`src/verilog/uwr_pkg.sv`:
```
// Constants, types and helpers shared by the serial transceiver files
package uwr_pkg;
  // ****************************************
  // Register offsets
  // ****************************************
  localparam logic [7:0] BAUD_OFS = 8'h00;
  localparam logic [7:0] CTRL_OFS = 8'h04;
  localparam logic [7:0] IRQF_OFS = 8'h08;
  localparam logic [7:0] STAT_OFS = 8'h0C;
  localparam logic [7:0] CHAR_OFS = 8'h10;
  localparam logic [7:0] CLR_OFS = 8'h14;
  localparam logic [7:0] WAKE_OFS = 8'h18;
  localparam logic [7:0] ROUTE_OFS = 8'h40;
  // ****************************************
  // Field positions and reset values
  // ****************************************
  localparam int BAUD_W = 13;
  localparam int CTRL_W = 8;
  localparam int IRQF_W = 3;
  localparam int ROUTE_W = 14;
  localparam int STAT_T8_BIT = 5;
  localparam int STAT_R8_BIT = 6;
  localparam int WAKE_EN_BIT = 0;
  localparam int WAKE_FLAG_BIT = 1;
  localparam int WAKE_CLR_BIT = 2;
  localparam int ROUTE_SEL0_BIT = 5;
  localparam int ROUTE_SEL_BASE = 6;
  localparam logic [BAUD_W-1:0] BAUD_RESET = 13'h0000;
  localparam logic [CTRL_W-1:0] CTRL_RESET = 8'h00;
  localparam logic [IRQF_W-1:0] IRQF_RESET = 3'h0;
  localparam logic [ROUTE_W-1:0] ROUTE_RESET = 14'h0000;
  localparam logic [7:0] CHAR_RESET = 8'hFF;
  // ****************************************
  // Timing
  // ****************************************
  localparam logic [3:0] RT_LAST = 4'hF;
  localparam logic [3:0] RT8 = 4'h7;
  localparam logic [3:0] RT9 = 4'h8;
  localparam logic [3:0] RT10 = 4'h9;
  localparam int CLK_PERIOD_NS = 10;
  localparam int UNIT_OFF_NS = 500;
  localparam int UNIT_OFF_CYCLES = (UNIT_OFF_NS + CLK_PERIOD_NS - 1) / CLK_PERIOD_NS;
  // ****************************************
  // Types
  // ****************************************
  typedef struct packed {
    logic unitOn;
    logic txSideOn;
    logic rxSideOn;
    logic multiProc;
    logic twoStop;
    logic nineBit;
    logic parityCheckOn;
    logic parityOddSel;
  } uwr_frame_ctrl_s;
  typedef struct packed {
    logic txIrqGate;
    logic rxIrqGate;
    logic rxGlitchFilterOn;
  } uwr_irq_ctrl_s;
  typedef struct packed {
    logic txEmptyFlag;
    logic rxFullFlag;
    logic rxOverrunFlag;
    logic framingFaultFlag;
    logic parityFaultFlag;
  } uwr_flags_s;
  typedef enum logic [2:0] {
    TX_IDLE = 3'h0, TX_START = 3'h1, TX_DATA = 3'h3, TX_NINTH = 3'h2, TX_STOP = 3'h6, TX_STOP2 = 3'h7
  } uwr_tx_state_e;
  typedef enum logic [2:0] {
    RX_IDLE = 3'h0, RX_START = 3'h1, RX_DATA = 3'h3, RX_NINTH = 3'h2, RX_STOP = 3'h6
  } uwr_rx_state_e;
  // Parity bit for a byte: odd makes total ones odd
  function automatic logic parity_bit(input logic [7:0] data, input logic odd);
    parity_bit = (^data) ^ odd;
  endfunction : parity_bit
endpackage : uwr_pkg

```
`src/verilog/uwr_baud_gen.sv`:
```
// Sixteen-times bit-rate tick divider
module uwr_baud_gen (
  input wire logic sys_clk,
  input wire logic resetn,
  input wire logic restart,
  input wire logic [uwr_pkg::BAUD_W-1:0] divisor,
  output logic tick16
);
  // ****************************************
  // Divider
  // ****************************************
  logic [uwr_pkg::BAUD_W-1:0] cnt_reg;
  wire logic atEnd = (cnt_reg >= divisor - 13'h0001);
  wire logic running = (divisor != 13'h0000);

  // Count to divisor-1, pulse, wrap; a zero divisor stops the clock
  always_ff @(posedge sys_clk) begin
    if (!resetn || restart || !running) begin
      cnt_reg <= 13'h0000;
      tick16 <= 1'b0;
    end else begin
      cnt_reg <= atEnd ? 13'h0000 : cnt_reg + 13'h0001;
      tick16 <= atEnd;
    end
  end
endmodule : uwr_baud_gen

```
`src/verilog/uwr_rx_filter.sv`:
```
// Receive pin synchroniser and optional glitch filter
module uwr_rx_filter (
  input wire logic sys_clk,
  input wire logic resetn,
  input wire logic rawIn,
  input wire logic filterOn,
  output logic rxOut
);
  // ****************************************
  // Synchroniser and history
  // ****************************************
  logic syncA_reg;
  logic syncB_reg;
  logic [1:0] hist_reg;
  wire logic steady = (hist_reg == {2{syncB_reg}});

  // Two flops, then a short history of settled samples
  always_ff @(posedge sys_clk) begin
    if (!resetn) begin
      syncA_reg <= 1'b1;
      syncB_reg <= 1'b1;
      hist_reg <= 2'h3;
    end else begin
      syncA_reg <= rawIn;
      syncB_reg <= syncA_reg;
      hist_reg <= {hist_reg[0], syncB_reg};
    end
  end

  // Filter passes a level only after three equal samples
  always_ff @(posedge sys_clk) begin
    if (!resetn) begin
      rxOut <= 1'b1;
    end else if (!filterOn || steady) begin
      rxOut <= syncB_reg;
    end
  end
endmodule : uwr_rx_filter

```
`src/verilog/uwr_top.sv`:
```
// Serial transceiver with register bank, pin-pair routing and swap
//Behaviour
// - 13-bit baud divisor sets bit timing
// - Unit off clears state; 0.5us before re-enable
// - Bits 6/5 switch transmitter/receiver
// - Bit 4 selects address-filter mode
// - Bit 3 selects two stop bits
// - Bit 2 selects 9-bit characters
// - Ninth bit: parity or software value
// - Bit 0 selects odd parity
// - Gates mask irq; flags still set
// - Filter on receive pin when enabled
// - Status bit 6 shows received ninth
// - Ninth transmit bit locked under 9-bit parity
// - Status flags at bits 4 to 0
// - Data register: rx read, tx write
// - Write one clears matching flag
// - Wake enable, flag and clear bits
// - Pin pair select per instance
// - Swap bit exchanges transmit and receive
// - Data write starts frame; empty after stop
// - Full when char completes gives overrun
// - 16x sampling, majority at RT8-RT10
// - 9-bit address mode accepts ninth bit one only
//
// Implementation choice: the strobed register port.
module uwr_top #(
  parameter int INSTANCE = 0
) (
  input wire logic sys_clk,
  input wire logic resetn,
  input wire logic [7:0] regAddr,
  input wire logic [31:0] regWrData,
  input wire logic regWrEn,
  input wire logic regRdEn,
  output logic [31:0] regRdData,
  input wire logic [3:0] pinAIn,
  input wire logic [3:0] pinBIn,
  output logic [3:0] pinAOut,
  output logic [3:0] pinAOe,
  output logic [3:0] pinBOut,
  output logic [3:0] pinBOe,
  output logic irqOut,
  output logic wakeOut
);
  // ****************************************
  // Software registers
  // ****************************************
  logic [uwr_pkg::BAUD_W-1:0] baudDivisor_reg;
  uwr_pkg::uwr_frame_ctrl_s ctrl_reg;
  uwr_pkg::uwr_irq_ctrl_s irqCtrl_reg;
  uwr_pkg::uwr_flags_s flags_reg;
  uwr_pkg::uwr_flags_s flags_next;
  logic [uwr_pkg::ROUTE_W-1:0] pinRoute_reg;
  logic txNinthBit_reg;
  logic rxNinthBit_reg;
  logic [7:0] rxBuf_reg;
  logic sleepWakeOn_reg;
  logic holdActive_reg;
  logic [6:0] holdCnt_reg;

  // Write strobe decode
  wire logic wrBaud = regWrEn && (regAddr == uwr_pkg::BAUD_OFS);
  wire logic wrCtrl = regWrEn && (regAddr == uwr_pkg::CTRL_OFS);
  wire logic wrIrqf = regWrEn && (regAddr == uwr_pkg::IRQF_OFS);
  wire logic wrStat = regWrEn && (regAddr == uwr_pkg::STAT_OFS);
  wire logic wrChar = regWrEn && (regAddr == uwr_pkg::CHAR_OFS);
  wire logic wrClr = regWrEn && (regAddr == uwr_pkg::CLR_OFS);
  wire logic wrWake = regWrEn && (regAddr == uwr_pkg::WAKE_OFS);
  wire logic wrRoute = regWrEn && (regAddr == uwr_pkg::ROUTE_OFS);

  // ****************************************
  // Unit enable and quiet time
  // ****************************************
  // Internal state held clear while off and for the quiet time after
  wire logic engineClr = !ctrl_reg.unitOn || holdActive_reg;

  always_ff @(posedge sys_clk) begin
    if (!resetn) begin
      holdCnt_reg <= 7'h00;
      holdActive_reg <= 1'b0;
    end else if (!ctrl_reg.unitOn) begin
      holdCnt_reg <= 7'(uwr_pkg::UNIT_OFF_CYCLES - 1);
      holdActive_reg <= 1'b1;
    end else begin
      holdCnt_reg <= (holdCnt_reg != 7'h00) ? holdCnt_reg - 7'h01 : 7'h00;
      holdActive_reg <= (holdCnt_reg != 7'h00);
    end
  end

  // Configuration registers
  always_ff @(posedge sys_clk) begin
    if (!resetn) begin
      baudDivisor_reg <= uwr_pkg::BAUD_RESET;
      ctrl_reg <= uwr_pkg::CTRL_RESET;
      irqCtrl_reg <= uwr_pkg::IRQF_RESET;
      pinRoute_reg <= uwr_pkg::ROUTE_RESET;
      sleepWakeOn_reg <= 1'b0;
    end else begin
      if (wrBaud) baudDivisor_reg <= regWrData[uwr_pkg::BAUD_W-1:0];
      if (wrCtrl) ctrl_reg <= regWrData[uwr_pkg::CTRL_W-1:0];
      if (wrIrqf) irqCtrl_reg <= regWrData[uwr_pkg::IRQF_W-1:0];
      if (wrRoute) pinRoute_reg <= regWrData[uwr_pkg::ROUTE_W-1:0];
      if (wrWake) sleepWakeOn_reg <= regWrData[uwr_pkg::WAKE_EN_BIT];
    end
  end

  // Ninth transmit bit, locked while parity owns the ninth slot
  wire logic t8Locked = ctrl_reg.nineBit && ctrl_reg.parityCheckOn;
  always_ff @(posedge sys_clk) begin
    if (!resetn) begin
      txNinthBit_reg <= 1'b0;
    end else if (wrStat && !t8Locked) begin
      txNinthBit_reg <= regWrData[uwr_pkg::STAT_T8_BIT];
    end
  end

  // ****************************************
  // Pin routing
  // ****************************************
  // Pair select field of this instance
  function automatic logic [1:0] pair_select(input logic [uwr_pkg::ROUTE_W-1:0] route);
    if (INSTANCE == 0) pair_select = {1'b0, route[uwr_pkg::ROUTE_SEL0_BIT]};
    else pair_select = route[uwr_pkg::ROUTE_SEL_BASE + 2 * (INSTANCE - 1) +: 2];
  endfunction : pair_select

  wire logic [1:0] pinPairSelect = pair_select(pinRoute_reg);
  wire logic pinSwap = pinRoute_reg[INSTANCE];
  wire logic rawRx = pinSwap ? pinAIn[pinPairSelect] : pinBIn[pinPairSelect];

  // ****************************************
  // Bit clock and receive input
  // ****************************************
  logic tick16;
  logic rxIn;

  uwr_baud_gen u_baud (
    .sys_clk(sys_clk),
    .resetn(resetn),
    .restart(engineClr || wrBaud),
    .divisor(baudDivisor_reg),
    .tick16(tick16)
  );

  uwr_rx_filter u_filt (
    .sys_clk(sys_clk),
    .resetn(resetn),
    .rawIn(rawRx),
    .filterOn(irqCtrl_reg.rxGlitchFilterOn),
    .rxOut(rxIn)
  );

  // ****************************************
  // Transmitter
  // ****************************************
  uwr_pkg::uwr_tx_state_e txState_reg;
  uwr_pkg::uwr_tx_state_e txState_next;
  logic [7:0] txShift_reg;
  logic txNinthVal_reg;
  logic [3:0] txSub_reg;
  logic [2:0] txBit_reg;
  logic txLine_reg;

  wire logic txAbort = engineClr || !ctrl_reg.txSideOn;
  wire logic txStart = wrChar && (txState_reg == uwr_pkg::TX_IDLE) && !txAbort;
  wire logic txBitEnd = tick16 && (txSub_reg == uwr_pkg::RT_LAST);
  wire logic txDone = txBitEnd && (((txState_reg == uwr_pkg::TX_STOP) && !ctrl_reg.twoStop) ||
                                   (txState_reg == uwr_pkg::TX_STOP2));
  wire logic txParity = uwr_pkg::parity_bit(regWrData[7:0], ctrl_reg.parityOddSel);
  wire logic txNinthLoad = ctrl_reg.parityCheckOn ? txParity : txNinthBit_reg;
  wire logic txLine_next = (txState_reg == uwr_pkg::TX_START) ? 1'b0 :
                           (txState_reg == uwr_pkg::TX_DATA) ? txShift_reg[0] :
                           (txState_reg == uwr_pkg::TX_NINTH) ? txNinthVal_reg : 1'b1;

  // Next state of the transmit sequence
  always_comb begin
    txState_next = txState_reg;
    case (txState_reg)
      uwr_pkg::TX_IDLE: if (txStart) txState_next = uwr_pkg::TX_START;
      uwr_pkg::TX_START: if (txBitEnd) txState_next = uwr_pkg::TX_DATA;
      uwr_pkg::TX_DATA: begin
        if (txBitEnd && txBit_reg == 3'h7) begin
          txState_next = ctrl_reg.nineBit ? uwr_pkg::TX_NINTH : uwr_pkg::TX_STOP;
        end
      end
      uwr_pkg::TX_NINTH: if (txBitEnd) txState_next = uwr_pkg::TX_STOP;
      uwr_pkg::TX_STOP: if (txBitEnd) txState_next = ctrl_reg.twoStop ? uwr_pkg::TX_STOP2 : uwr_pkg::TX_IDLE;
      uwr_pkg::TX_STOP2: if (txBitEnd) txState_next = uwr_pkg::TX_IDLE;
      default: txState_next = uwr_pkg::TX_IDLE;
    endcase
  end

  // Transmit registers; the buffer is locked while a frame runs
  always_ff @(posedge sys_clk) begin
    if (!resetn || txAbort) begin
      txState_reg <= uwr_pkg::TX_IDLE;
      txShift_reg <= 8'h00;
      txNinthVal_reg <= 1'b0;
      txSub_reg <= 4'h0;
      txBit_reg <= 3'h0;
    end else begin
      txState_reg <= txState_next;
      if (txStart) begin
        txShift_reg <= regWrData[7:0];
        txNinthVal_reg <= txNinthLoad;
        txSub_reg <= 4'h0;
        txBit_reg <= 3'h0;
      end else if (tick16) begin
        txSub_reg <= txSub_reg + 4'h1;
        if (txBitEnd && txState_reg == uwr_pkg::TX_DATA) begin
          txShift_reg <= {1'b0, txShift_reg[7:1]};
          txBit_reg <= txBit_reg + 3'h1;
        end
      end
    end
  end

  // ****************************************
  // Receiver
  // ****************************************
  uwr_pkg::uwr_rx_state_e rxState_reg;
  uwr_pkg::uwr_rx_state_e rxState_next;
  logic [3:0] rxSub_reg;
  logic [3:0] rxBit_reg;
  logic [7:0] rxShift_reg;
  logic rxNinthVal_reg;
  logic [1:0] rxVote_reg;
  logic [2:0] rxEdge_reg;

  wire logic rxAbort = engineClr || !ctrl_reg.rxSideOn;
  wire logic [3:0] rxSubInc = rxSub_reg + 4'h1;
  wire logic fallEdge = tick16 && (rxEdge_reg == 3'h7) && !rxIn;
  wire logic rxDecide = tick16 && !fallEdge && (rxSubInc == uwr_pkg::RT10);
  wire logic rxVote = (rxVote_reg[1] & rxVote_reg[0]) | (rxVote_reg[1] & rxIn) |
                      (rxVote_reg[0] & rxIn);
  wire logic rxBitEnd = tick16 && (fallEdge ? rxSub_reg[3] : (rxSub_reg == uwr_pkg::RT_LAST));
  wire logic rxEnd = rxDecide && (rxState_reg == uwr_pkg::RX_STOP);
  wire logic rxExpParity = uwr_pkg::parity_bit(rxShift_reg, ctrl_reg.parityOddSel);
  wire logic rxAccept = rxEnd && !(ctrl_reg.multiProc && ctrl_reg.nineBit && !rxNinthVal_reg);
  wire logic rxLoad = rxAccept && !flags_reg.rxFullFlag;

  // Next state of the receive sequence
  always_comb begin
    rxState_next = rxState_reg;
    case (rxState_reg)
      uwr_pkg::RX_IDLE: if (fallEdge) rxState_next = uwr_pkg::RX_START;
      uwr_pkg::RX_START: begin
        if (rxDecide && rxVote) rxState_next = uwr_pkg::RX_IDLE;
        else if (rxBitEnd) rxState_next = uwr_pkg::RX_DATA;
      end
      uwr_pkg::RX_DATA: begin
        if (rxBitEnd && rxBit_reg == 4'h8) begin
          rxState_next = ctrl_reg.nineBit ? uwr_pkg::RX_NINTH : uwr_pkg::RX_STOP;
        end
      end
      uwr_pkg::RX_NINTH: if (rxBitEnd) rxState_next = uwr_pkg::RX_STOP;
      uwr_pkg::RX_STOP: if (rxEnd) rxState_next = uwr_pkg::RX_IDLE;
      default: rxState_next = uwr_pkg::RX_IDLE;
    endcase
  end

  // Sub-slot count, resynchronised on a falling edge that follows three high samples
  always_ff @(posedge sys_clk) begin
    if (!resetn || rxAbort) begin
      rxState_reg <= uwr_pkg::RX_IDLE;
      rxSub_reg <= 4'h0;
      rxBit_reg <= 4'h0;
      rxVote_reg <= 2'h3;
      rxEdge_reg <= 3'h0;
    end else begin
      rxState_reg <= rxState_next;
      if (tick16) begin
        rxEdge_reg <= {rxEdge_reg[1:0], rxIn};
        rxSub_reg <= fallEdge ? 4'h0 : rxSubInc;
        if (rxSubInc == uwr_pkg::RT8 || rxSubInc == uwr_pkg::RT9) rxVote_reg <= {rxVote_reg[0], rxIn};
        if (rxState_reg == uwr_pkg::RX_IDLE) rxBit_reg <= 4'h0;
        else if (rxDecide && rxState_reg == uwr_pkg::RX_DATA) rxBit_reg <= rxBit_reg + 4'h1;
      end
    end
  end

  // Shift in data bits LSB first and capture the ninth
  always_ff @(posedge sys_clk) begin
    if (!resetn) begin
      rxShift_reg <= 8'h00;
      rxNinthVal_reg <= 1'b0;
    end else if (rxDecide) begin
      if (rxState_reg == uwr_pkg::RX_DATA) rxShift_reg <= {rxVote, rxShift_reg[7:1]};
      if (rxState_reg == uwr_pkg::RX_NINTH) rxNinthVal_reg <= rxVote;
      if (rxState_reg == uwr_pkg::RX_DATA && !ctrl_reg.nineBit) rxNinthVal_reg <= 1'b0;
    end
  end

  // Receive buffer and received ninth bit
  always_ff @(posedge sys_clk) begin
    if (!resetn || engineClr) begin
      rxBuf_reg <= uwr_pkg::CHAR_RESET;
      rxNinthBit_reg <= 1'b0;
    end else if (rxLoad) begin
      rxBuf_reg <= rxShift_reg;
      rxNinthBit_reg <= rxNinthVal_reg;
    end
  end

  // ****************************************
  // Status flags
  // ****************************************
  wire logic [4:0] clrMask = wrClr ? regWrData[4:0] : 5'h00;
  wire logic [4:0] setMask = {txDone,
                              rxLoad,
                              rxAccept && flags_reg.rxFullFlag,
                              rxAccept && !rxVote,
                              rxAccept && ctrl_reg.nineBit && ctrl_reg.parityCheckOn &&
                              (rxNinthVal_reg != rxExpParity)};
  // Set wins over a same-cycle clear
  assign flags_next = engineClr ? 5'h00 : (setMask | (flags_reg & ~clrMask));

  // Wake-up flag from a low receive level while enabled
  logic wakeSeenFlag_reg;
  wire logic wakeSet = sleepWakeOn_reg && ctrl_reg.rxSideOn && ctrl_reg.unitOn && !rxIn;
  wire logic wakeClr = wrWake && regWrData[uwr_pkg::WAKE_CLR_BIT];

  always_ff @(posedge sys_clk) begin
    if (!resetn) begin
      flags_reg <= 5'h00;
      wakeSeenFlag_reg <= 1'b0;
    end else begin
      flags_reg <= flags_next;
      wakeSeenFlag_reg <= wakeSet || (wakeSeenFlag_reg && !wakeClr && !engineClr);
    end
  end

  // ****************************************
  // Read port
  // ****************************************
  wire logic [31:0] statWord = {25'h0000000, rxNinthBit_reg, txNinthBit_reg, flags_reg};
  wire logic [31:0] rdMux =
    (regAddr == uwr_pkg::BAUD_OFS) ? {19'h00000, baudDivisor_reg} :
    (regAddr == uwr_pkg::CTRL_OFS) ? {24'h000000, ctrl_reg} :
    (regAddr == uwr_pkg::IRQF_OFS) ? {29'h00000000, irqCtrl_reg} :
    (regAddr == uwr_pkg::STAT_OFS) ? statWord :
    (regAddr == uwr_pkg::CHAR_OFS) ? {24'h000000, rxBuf_reg} :
    (regAddr == uwr_pkg::WAKE_OFS) ? {30'h00000000, wakeSeenFlag_reg, sleepWakeOn_reg} :
    (regAddr == uwr_pkg::ROUTE_OFS) ? {18'h00000, pinRoute_reg} : 32'h00000000;

  // Read data, interrupt, wake and line outputs, all registered
  always_ff @(posedge sys_clk) begin
    if (!resetn) begin
      regRdData <= 32'h00000000;
      irqOut <= 1'b0;
      wakeOut <= 1'b0;
      txLine_reg <= 1'b1;
    end else begin
      regRdData <= regRdEn ? rdMux : 32'h00000000;
      irqOut <= (flags_next.txEmptyFlag && irqCtrl_reg.txIrqGate) ||
                (flags_next.rxFullFlag && irqCtrl_reg.rxIrqGate);
      wakeOut <= wakeSet || (wakeSeenFlag_reg && !wakeClr && !engineClr);
      txLine_reg <= txLine_next;
    end
  end

  // ****************************************
  // Pin drivers
  // ****************************************
  // Selected pair drives the transmit line on its A pin, or B when swapped
  genvar p;
  generate
    for (p = 0; p < 4; p++) begin : g_pair
      wire logic pairHit = (pinPairSelect == 2'(p));
      always_ff @(posedge sys_clk) begin
        if (!resetn) begin
          pinAOut[p] <= 1'b1;
          pinBOut[p] <= 1'b1;
          pinAOe[p] <= 1'b0;
          pinBOe[p] <= 1'b0;
        end else begin
          pinAOut[p] <= txLine_reg;
          pinBOut[p] <= txLine_reg;
          pinAOe[p] <= pairHit && !pinSwap;
          pinBOe[p] <= pairHit && pinSwap;
        end
      end
    end
  endgenerate
endmodule : uwr_top

```
`config.mk`:
```
export PLATFORM = sky130hd
export DESIGN_NAME = uwr_top
export DESIGN_NICKNAME = d
export VERILOG_FILES = /design/src/verilog/uwr_pkg.sv /design/src/verilog/uwr_baud_gen.sv /design/src/verilog/uwr_rx_filter.sv /design/src/verilog/uwr_top.sv
export SDC_FILE = /design/constraint.sdc
export NUM_CORES = 1
export LEC_CHECK = 0
export BUFFER_PORTS_ARGS = -buffer_cell sky130_fd_sc_hd__buf_2
export CAP_MARGIN = 20
export CORE_ASPECT_RATIO = 0.75
export CORE_MARGIN = 5
export CORE_UTILIZATION = 50
export DETAILED_ROUTE_END_ITERATION = 12
export HOLD_SLACK_MARGIN = 0.15
export PLACE_DENSITY_LB_ADDON = 0.3
export SLEW_MARGIN = 20
export SYNTH_ARGS = -nofsm -noshare
export SYNTH_HDL_FRONTEND = slang
export SYNTH_SLANG_ARGS = --single-unit
```
`constraint.sdc`:
```
create_clock -name sys_clk -period 3.6 [get_ports sys_clk]
set_input_delay 0.54 -clock sys_clk [delete_from_list [all_inputs] [get_ports sys_clk]]
set_output_delay 0.54 -clock sys_clk [all_outputs]
set_load 0.01 [all_outputs]
```
==> results.md, run 1 <==
* H-tree depth at 4
* DPL Wire Length at 12280 um
* Filler cells at 1328
* Hold Slack at 355.2 ps
* CP Cell Sequence: nor4_1 -> nand2_1 -> or3_1 -> xor2_1 -> ha_1 -> a21oi_1 -> a21o_1 -> o211ai_1 -> nor2_1
* FF-to-FF Start: baudDivisor_reg[2]
* CP required at 3870 ps
* Worst Skew at 10.63 ps
* Worst-path clk slew at 70 ps
* Vias in the first global route at 5357
* Min-delay worst type: input port to register
* Final cycle utilization of the critical path at 87.97%
* Hold endpoint: pinRoute_reg[13]
* Ports at 102
* Peak VDD IR at 308.0 uV
* Slew @ Worst Pin at 936.6 ps
* Register area share after synthesis at 40.18%
* Post-CTS Setup Inserts at 0
* GPL Wtd Cong at 0.8768
* CTS root buf: clkbuf_16
* Initial Util at 50.83%
* Final wirelength at 17070 um
* Via count at 5686
* Max-slew violations at 0
* Asr flop ratio synth at 0%
* Num rows at 38
* RSZ-0062 raised after global routing: false
* Buffer and inverter count on the worst path at 0
* Register area at 0.002943 mm2
* First-pass GRT wire length at 27850 um
* Post-DR vias/cell at 5.270
* # DRC at 0
* Antenna violations before repair at 0
* Final Hold Viols at 0
* IO Port Bufs at 57
* CP startpoint kind: register
* Antenna-violating nets left at 0
* Reg2reg path depth at 9
* Critical path arrival at 3430 ps
* Mapped cell area at 0.007323 mm2
* Unique masters post-synth at 64
* Min cycle time layout at 3167 ps
* Post-Route Utilization at 57.24%
* Die Wd at 149.7 um
* GRT Util Overall at 20.60%
* Status: completed
* Nets at 943
* Critical path's top delay family: simple AND/OR/NAND/NOR gates
* Starting DRT DRC Count at 457
* YS warnings at 0
* P per Cell Area at 448.5 mW/mm2
* TritonCTS clock tree: built
* Worst reg2reg setup slack at 430 ps
* DIE AREA at 0.01719 mm2
* Max Clk Rate at 315.8 MHz
* Post-synth EDFFs at 0
* Slowest CP cell: o211ai_1
* Post-synthesis cell count at 831
* Number of gates resized after cts at 0
* Initial DRT Pass Iterations at 6
* Setup-failing EPs final at 0
* CP endpoint kind: register
* Synth Register Bits at 147
* Antenna cell count at 0
* Worst-skew pair later-pin latency at 430 ps
* Multi-input gate area at 0.003980 mm2
* Hold_buf cts at 0
* Num CTS Buffers at 17
* Avg Inst Size Synth at 8.813 um2
* CP max stage delay at 760 ps
* Sink Count at 147
* Hold Path Stages at 3
* Slew headroom at 37.29%
* DR WL/cell at 15.82 um
* RR Endpoint: u_baud.cnt_reg[2]
* Fraction of layout cells with a size suffix above 1 at 13.08%
* Top FF cell, synth: dfxtp_1
* Die H at 114.8 um
* Setup TNS at 0 ps
* Core ar. at 0.01441 mm2
* Area Overhead vs Synth at 12.61%
* CTS max path bufs at 2
* Largest net degree at the start of global routing at 68
* Critical Path Fanout Max at 12
* Placed Area at 0.007597 mm2
* Leakage power total at 3.266 nW
* Max_cap viols at 0
* Hold wc startpoint: regWrData[13]
* Post-Layout Inst Area at 0.008247 mm2
* Grt ovf at 0
* Kind of critical path: register to register
power by group:
part	leakage [nW]	internal [mW]	total [mW]	switching [mW]
clock	0.311	1.21	1.94	0.731
sequential	1.19	1.63	1.64	0.00437
combinational	1.77	0.0447	0.122	0.0773
total	3.27	2.89	3.70	0.812
layout make-up:
cell class                      count  share of cell area [%]
Multi-Input combinational cell    614                   48.26
Sequential cell                   147                   35.68
Clock buffer                       19                   5.492
Tap cell                          200                   3.034
Timing Repair Buffer               65                   4.188
Inverter                           21                  0.9558
Clock inverter                     13                   2.382
worst max-delay path by stage:
stage,endpoint,cells past startpoint,start,slack (ps)
final,u_baud.cnt_reg[2],9,baudDivisor_reg[2],430
after global routing,u_baud.cnt_reg[11],9,baudDivisor_reg[2],130
after CTS,u_baud.cnt_reg[2],9,baudDivisor_reg[2],450
after detailed placement,u_baud.cnt_reg[2],9,baudDivisor_reg[2],450
after global placement,u_baud.cnt_reg[4],9,baudDivisor_reg[2],540
after floorplan,u_baud.cnt_reg[10],10,baudDivisor_reg[2],1100
placed cells by master (no fill, tap or decap), types with 5 or more instances in the layout:
cell	synthesis	final
nor3_1	7	7
buf_2	5	57
nor2b_1	36	36
a21o_1	6	6
nand2_1	104	104
a21boi_0	23	23
a21oi_1	39	39
nand2b_1	10	10
a211oi_1	8	8
mux2_2	5	5
xnor2_1	32	32
buf_4	29	8
o21ai_0	13	13
ha_1	25	25
nor2_1	72	72
nand3_1	31	31
xor2_1	21	21
and3_1	9	9
nand4_1	11	11
clkbuf_16	0	17
o211ai_1	5	5
dfxtp_1	147	147
mux2i_1	49	49
a22oi_1	15	15
and2_1	8	8
inv_1	21	21
conb_1	1	22
per-stage QoR:
step	power, mW	setup WS, ps	cells
floorplan	1.764	1103	852
global placement	1.793	544.4	1047
detailed placement	1.794	447.9	1047
CTS	3.718	448.1	1079
global route	3.806	126.4	1079
finish	3.698	433.2	1079
layer usage:
layer | vias up | wire length (um) | GRT usage, %
met4 | 0 | 207 | 7.008
met5 | - | 0 | 0
met1 | 2614 | 8546 | 31.08
met3 | 13 | 1205 | 4.965
met2 | 176 | 7107 | 28.70
li1 | 2883 | - | -
logic make-up (layout without fill, tap and decap cells):
family / Yosys count / after routing / synth area share, %
AOI/OAI and AO/OA: 135 / 135 / 12.30
and+or+nand+nor: 323 / 323 / 22.40
adders and majority gates: 26 / 26 / 4.408
other: 1 / 22 / 0.05121
xor gates and xnor gates: 53 / 53 / 6.339
buffers and inverters: 91 / 118 / 6.544
muxes: 55 / 55 / 7.774
DFF: 147 / 147 / 40.18
worst reg2reg max path, cell delays in order, from the launching register on:
cell and delay, ps:
dfxtp_1 380, nor4_1 460, nand2_1 190, or3_1 350
xor2_1 150, ha_1 300, a21oi_1 90, a21o_1 200
o211ai_1 760, nor2_1 120
cells in the mapped netlist (3+ instances only):
master      n  area share, %
o21ai_0    13           0.89
a22o_1      3           0.36
nand4b_1    3           0.36
a32oi_1     4           0.48
mux2i_1    49            6.7
xor2_1     21            2.5
a21o_1      6           0.62
nor2b_1    36            3.1
o211ai_1    5           0.51
a21boi_0   23            2.4
nand4_1    11           0.94
buf_4      29            3.0
ha_1       25            4.3
clkbuf_1   32            1.6
and2_1      8           0.68
xnor2_1    32            3.8
o31ai_1     3           0.31
nand2_1   104            5.3
nand2b_1   10           0.85
nor3_1      7           0.48
dfxtp_1   147             40
buf_6       3           0.46
nor4_1      4           0.34
a31oi_1     4           0.34
mux2_2      5           0.77
a211oi_1    8           0.82
a22oi_1    15            1.5
buf_2       5           0.34
nand3b_1    4           0.41
a21oi_1    39            2.7
and3_1      9           0.77
nor2_1     72            3.7
inv_1      21            1.1
nor3b_1     4           0.41
nand3_1    31            2.1
Power figures use the tool's default switching activity.
==> run 2: changes to the inputs <==
- RECOVER_POWER: default -> 25
- clock period: 3.6 -> 3.03 ns (I/O delays scaled with it)
==> results.md, run 2 (synthesis gave the netlist of run 1 again) <==
* CP startpoint kind: input port
* Vias in the first global route at 5323
* CTS root buf: clkbuf_16
* Critical path arrival at 3050 ps
* Final Hold Viols at 0
* Post-CTS Setup Inserts at 0
* Status: finished with violations
* Worst reg2reg setup slack at 350 ps
* Pwr Total at 4.257 mW
* RR Endpoint: u_baud.cnt_reg[3]
* Setup TNS at 0 ps
* Failing checks: max-capacitance violations, max-slew violations
* Most common cell after layout, fill and taps aside: dfxtp_1
* Antenna violations before repair at 0
* CP max stage delay at 1250 ps
* Min-delay worst type: input port to register
* Antenna-violating nets left at 0
* Fraction of layout cells with a size suffix above 1 at 10.91%
* CTS max path bufs at 2
* Hold_buf cts at 0
* Highest-count cells in the layout ignoring fill and taps: dfxtp_1, nand2_1, nor2_1, mux2i_1, a21oi_1
* DPL Wire Length at 12350 um
* First-pass GRT wire length at 27630 um
* Final wirelength at 17180 um
* Sink Count at 147
* Slowest CP cell: clkbuf_1
* Reg2reg path depth at 11
* Leakage power total at 3.195 nW
* TritonCTS clock tree: built
* Worst Skew at 12.14 ps
* CP endpoint kind: register
* CP dominant cell by count: clkbuf_1
* Largest net degree at the start of global routing at 49
* Nets at 954
* # DRC at 0
* Critical Path Fanout Max at 48
* Max_cap viols at 1
* Num rows at 38
* Worst-path clk slew at 60 ps
* Initial DRT Pass Iterations at 5
* Number of gates resized after cts at 0
* H-tree depth at 4
* CP Cell Sequence: clkbuf_1 -> clkbuf_1 -> nand2_1 -> nor2_1 -> a22o_1
* Peak VDD IR at 338.7 uV
* DIE AREA at 0.01719 mm2
* Critical path's top delay family: buffers and inverters
* Placed Area at 0.007680 mm2
* Die Wd at 149.7 um
* CP required at 3390 ps
* Initial Util at 50.83%
* Post-DR vias/cell at 5.324
* P per Cell Area at 516.3 mW/mm2
* Hold wc startpoint: regWrData[13]
* Grt ovf at 0
* Max-slew violations at 49
* GPL Wtd Cong at 0.8554
* FF-to-FF Start: baudDivisor_reg[2]
* Num CTS Buffers at 17
* Buffer and inverter count on the worst path at 2
* Worst-skew pair later-pin latency at 430 ps
* Post-Layout Inst Area at 0.008245 mm2
* Slew headroom at -14.53%
* Kind of critical path: input port to register
* Starting DRT DRC Count at 380
* Slew @ Worst Pin at 1718 ps
* Min cycle time layout at 2692 ps
* Antenna cell count at 0
* Ports at 102
* IO Port Bufs at 57
* Setup-failing EPs final at 0
* GRT Util Overall at 20.50%
* Core ar. at 0.01441 mm2
* RSZ-0062 raised after global routing: false
* Hold Path Stages at 3
* Via count at 5798
* Die H at 114.8 um
* DR WL/cell at 15.78 um
* Hold endpoint: pinRoute_reg[13]
* Area Overhead vs Synth at 12.59%
* Max Clk Rate at 371.5 MHz
* Final cycle utilization of the critical path at 88.84%
-- run 2: cell types whose count changed in the layout (fill, tap and decap cells not counted), sizes merged --
cell	delta
clkinvlp	+2
clkbuf	+26
buf	-17
bufinv	-1
-- run 2: tightest hold or removal path: stages --
cell and delay [ps]:
buf_2 100, nand2_1 50, a21boi_1 50
-- run 2: routing by layer --
layer	routed length (um)	GRT usage, %	vias up	share of wire [%]
met5	0	0	-	0
met4	214	6.399	0	1.2
met3	1138	5.516	19	6.6
met2	7193	29.52	188	42
met1	8636	30.02	2688	50
li1	-	-	2903	-
-- run 2: final cells by class --
| cell class | count | area [um2] |
|---|---|---|
| clock buffer | 17 | 425.4 |
| clock inverter | 14 | 177.7 |
| fill | 1336 | 6161 |
| inverter | 21 | 78.83 |
| multi-input combinational | 614 | 3980 |
| sequential | 147 | 2943 |
| tap | 200 | 250.2 |
| timing repair buffer | 76 | 390.4 |
-- run 2: metrics by stage --
step | utilization (%) | std cells | hold WS [ps] | setup WS, ps
after floorplan | - | 852 | 386.3 | 533.3
after global placement | 53.31 | 1058 | 434.7 | 416.9
after detailed placement | 53.31 | 1058 | 435.0 | 374.7
after CTS | 57.50 | 1089 | 257.4 | 364.4
after global routing | 57.23 | 1089 | 264.2 | 96.77
final | 57.23 | 1089 | 267.4 | 338.1
-- run 2: worst max path at each step --
stage,startpoint,endpoint,slack [ps],depth (start not counted)
floorplan,baudDivisor_reg[2],u_baud.cnt_reg[10],530,10
global placement,baudDivisor_reg[2],u_baud.cnt_reg[2],420,10
detailed placement,baudDivisor_reg[2],u_baud.cnt_reg[8],370,11
CTS,baudDivisor_reg[2],u_baud.cnt_reg[8],360,11
global route,resetn,regRdData[2],100,4
finish,resetn,irqOut,340,5
-- run 2: power breakdown --
group | total [mW] | switching [mW] | internal [mW]
Clock | 2.17 | 0.867 | 1.30
Sequential | 1.94 | 0.00526 | 1.94
Combinational | 0.146 | 0.0904 | 0.0552
==> run 3: changes to the inputs <==
- CORE_UTILIZATION: 50 -> 55
- GPL_ROUTABILITY_DRIVEN: default -> 0
==> results.md, run 3 (synthesis gave the netlist of run 1 again) <==
* TritonCTS clock tree: built
* Critical path arrival at 2990 ps
* Antenna-violating nets left at 0
* Worst-path clk slew at 70 ps
* GRT Util Overall at 22.34%
* DR WL met3 at 1177 um
* Sequential power share at 46.6%
* Num CTS Buffers at 17
* First-pass GRT wire length at 27620 um
* CP required at 3390 ps
* Most common cell after layout, fill and taps aside: dfxtp_1
* CP startpoint kind: register
* Fraction of layout cells with a size suffix above 1 at 10.60%
* CTS max path bufs at 2
* CP Launch Point: baudDivisor_reg[2]
* Switching share of power at 23.38%
* Min-delay worst type: input port to register
* Max_cap viols at 0
* Hold Slack at 273.6 ps
* Pwr Total at 4.170 mW
* DIE AREA at 0.01575 mm2
* Vias in the first global route at 5456
* Fin cells at 1058
* # DRC at 0
* Post-Route M1 WL at 8275 um
* Antenna cell count at 0
* Sink Count at 147
* Core ar. at 0.01302 mm2
* Initial DRT Pass Iterations at 5
* CP endpoint kind: register
* Slew @ Worst Pin at 1107 ps
* DR WL/cell at 16.04 um
* Worst-skew pair later-pin latency at 420 ps
* RSZ-0062 raised after global routing: false
* P per Cell Area at 511.3 mW/mm2
* Kind of critical path: register to register
* Setup-failing EPs final at 0
* Post-DR vias/cell at 5.565
* Min cycle time layout at 2636 ps
* Hold_buf cts at 0
* FF-to-FF Start: baudDivisor_reg[2]
* Worst Skew at 13.48 ps
* Max-slew violations at 0
* Final Hold Viols at 0
* Reg2reg path depth at 11
* Internal power at 3.195 mW
* Final cycle utilization of the critical path at 87.01%
* DR top layer: met4
* Comb pwr share at 3.5%
* Nets at 951
* Post-Route Utilization at 62.66%
* Status: completed
* Area Overhead vs Synth at 11.38%
* CTS root buf: clkbuf_16
* Grt ovf at 0
* IO Port Bufs at 57
* Setup TNS at 0 ps
* Hold Path Stages at 3
* Post-CTS Setup Inserts at 0
* Psw at 0.9748 mW
* Num rows at 36
* Peak VDD IR at 469.0 uV
* Highest-count cells in the layout ignoring fill and taps: dfxtp_1, nand2_1, nor2_1, mux2i_1, a21oi_1
* Antenna violations before repair at 0
* Die Wd at 143.2 um
* Leakage power total at 3.181 nW
* DPL Wire Length at 11940 um
* Final wirelength at 16970 um
* Ports at 102
* Hold wc startpoint: regWrData[13]
* Max Clk Rate at 379.3 MHz
* Met2 Wirelength at 7210 um
* Critical Path Fanout Max at 12
* Die H at 109.9 um
* Placed Cells at 1026
* Starting DRT DRC Count at 536
* Via count at 5888
* Slew headroom at 25.55%
* H-tree depth at 4
* Number of gates resized after cts at 0
* Largest net degree at the start of global routing at 49
* Clock Power Share at 49.9%
* Initial Util at 56.26%
[run 3: cell type report]
type                            count  area, um2
Multi-Input combinational cell    614       3965
Clock buffer                       19      452.9
Clock inverter                     13      137.6
Timing Repair Buffer               73      365.4
Sequential cell                   147       2943
Tap cell                          171      214.0
Inverter                           21      78.83
Fill cell                        1130       4861
[run 3: critical path: stages (launching register included)]
cell and delay, ps:
dfxtp_1 360, nor4_1 460, nand2_1 170, xor2_1 180
ha_1 310, a21o_1 170, a21o_1 170, a21oi_1 190
o211a_1 190, o211ai_1 80, buf_4 190, nor2_1 100
[run 3: worst paths after layout]
path | slack (ps) | end
max | 390 | u_baud.cnt_reg[2]
min reg2reg | 440 | pinBOut[3]
max reg2reg | 390 | u_baud.cnt_reg[2]
min | 270 | pinRoute_reg[13]
[run 3: through the flow]
step                      cell area, um2  setup slack, ps
after CTS                           8212            417.5
after detailed placement            7621            436.6
after global placement              7621            434.9
after floorplan                     7402            533.3
final                               8157            393.6
after global routing                8157            171.3
[run 3: routing by layer]
metal | up-vias | GRT usage, %
met5 | - | 0
met4 | 0 | 6.855
met3 | 29 | 4.957
met2 | 199 | 33.68
met1 | 2756 | 32.06
li1 | 2904 | -
[run 3: power by group through the flow]
stage	combinational, mW	clock [mW]	sequential (mW)
final	0.145	2.08	1.94
after CTS	0.146	2.11	1.94
after detailed placement	0.146	0	1.99
after global routing	0.159	2.21	1.94
after floorplan	0.110	0	1.99
after global placement	0.145	0	1.99
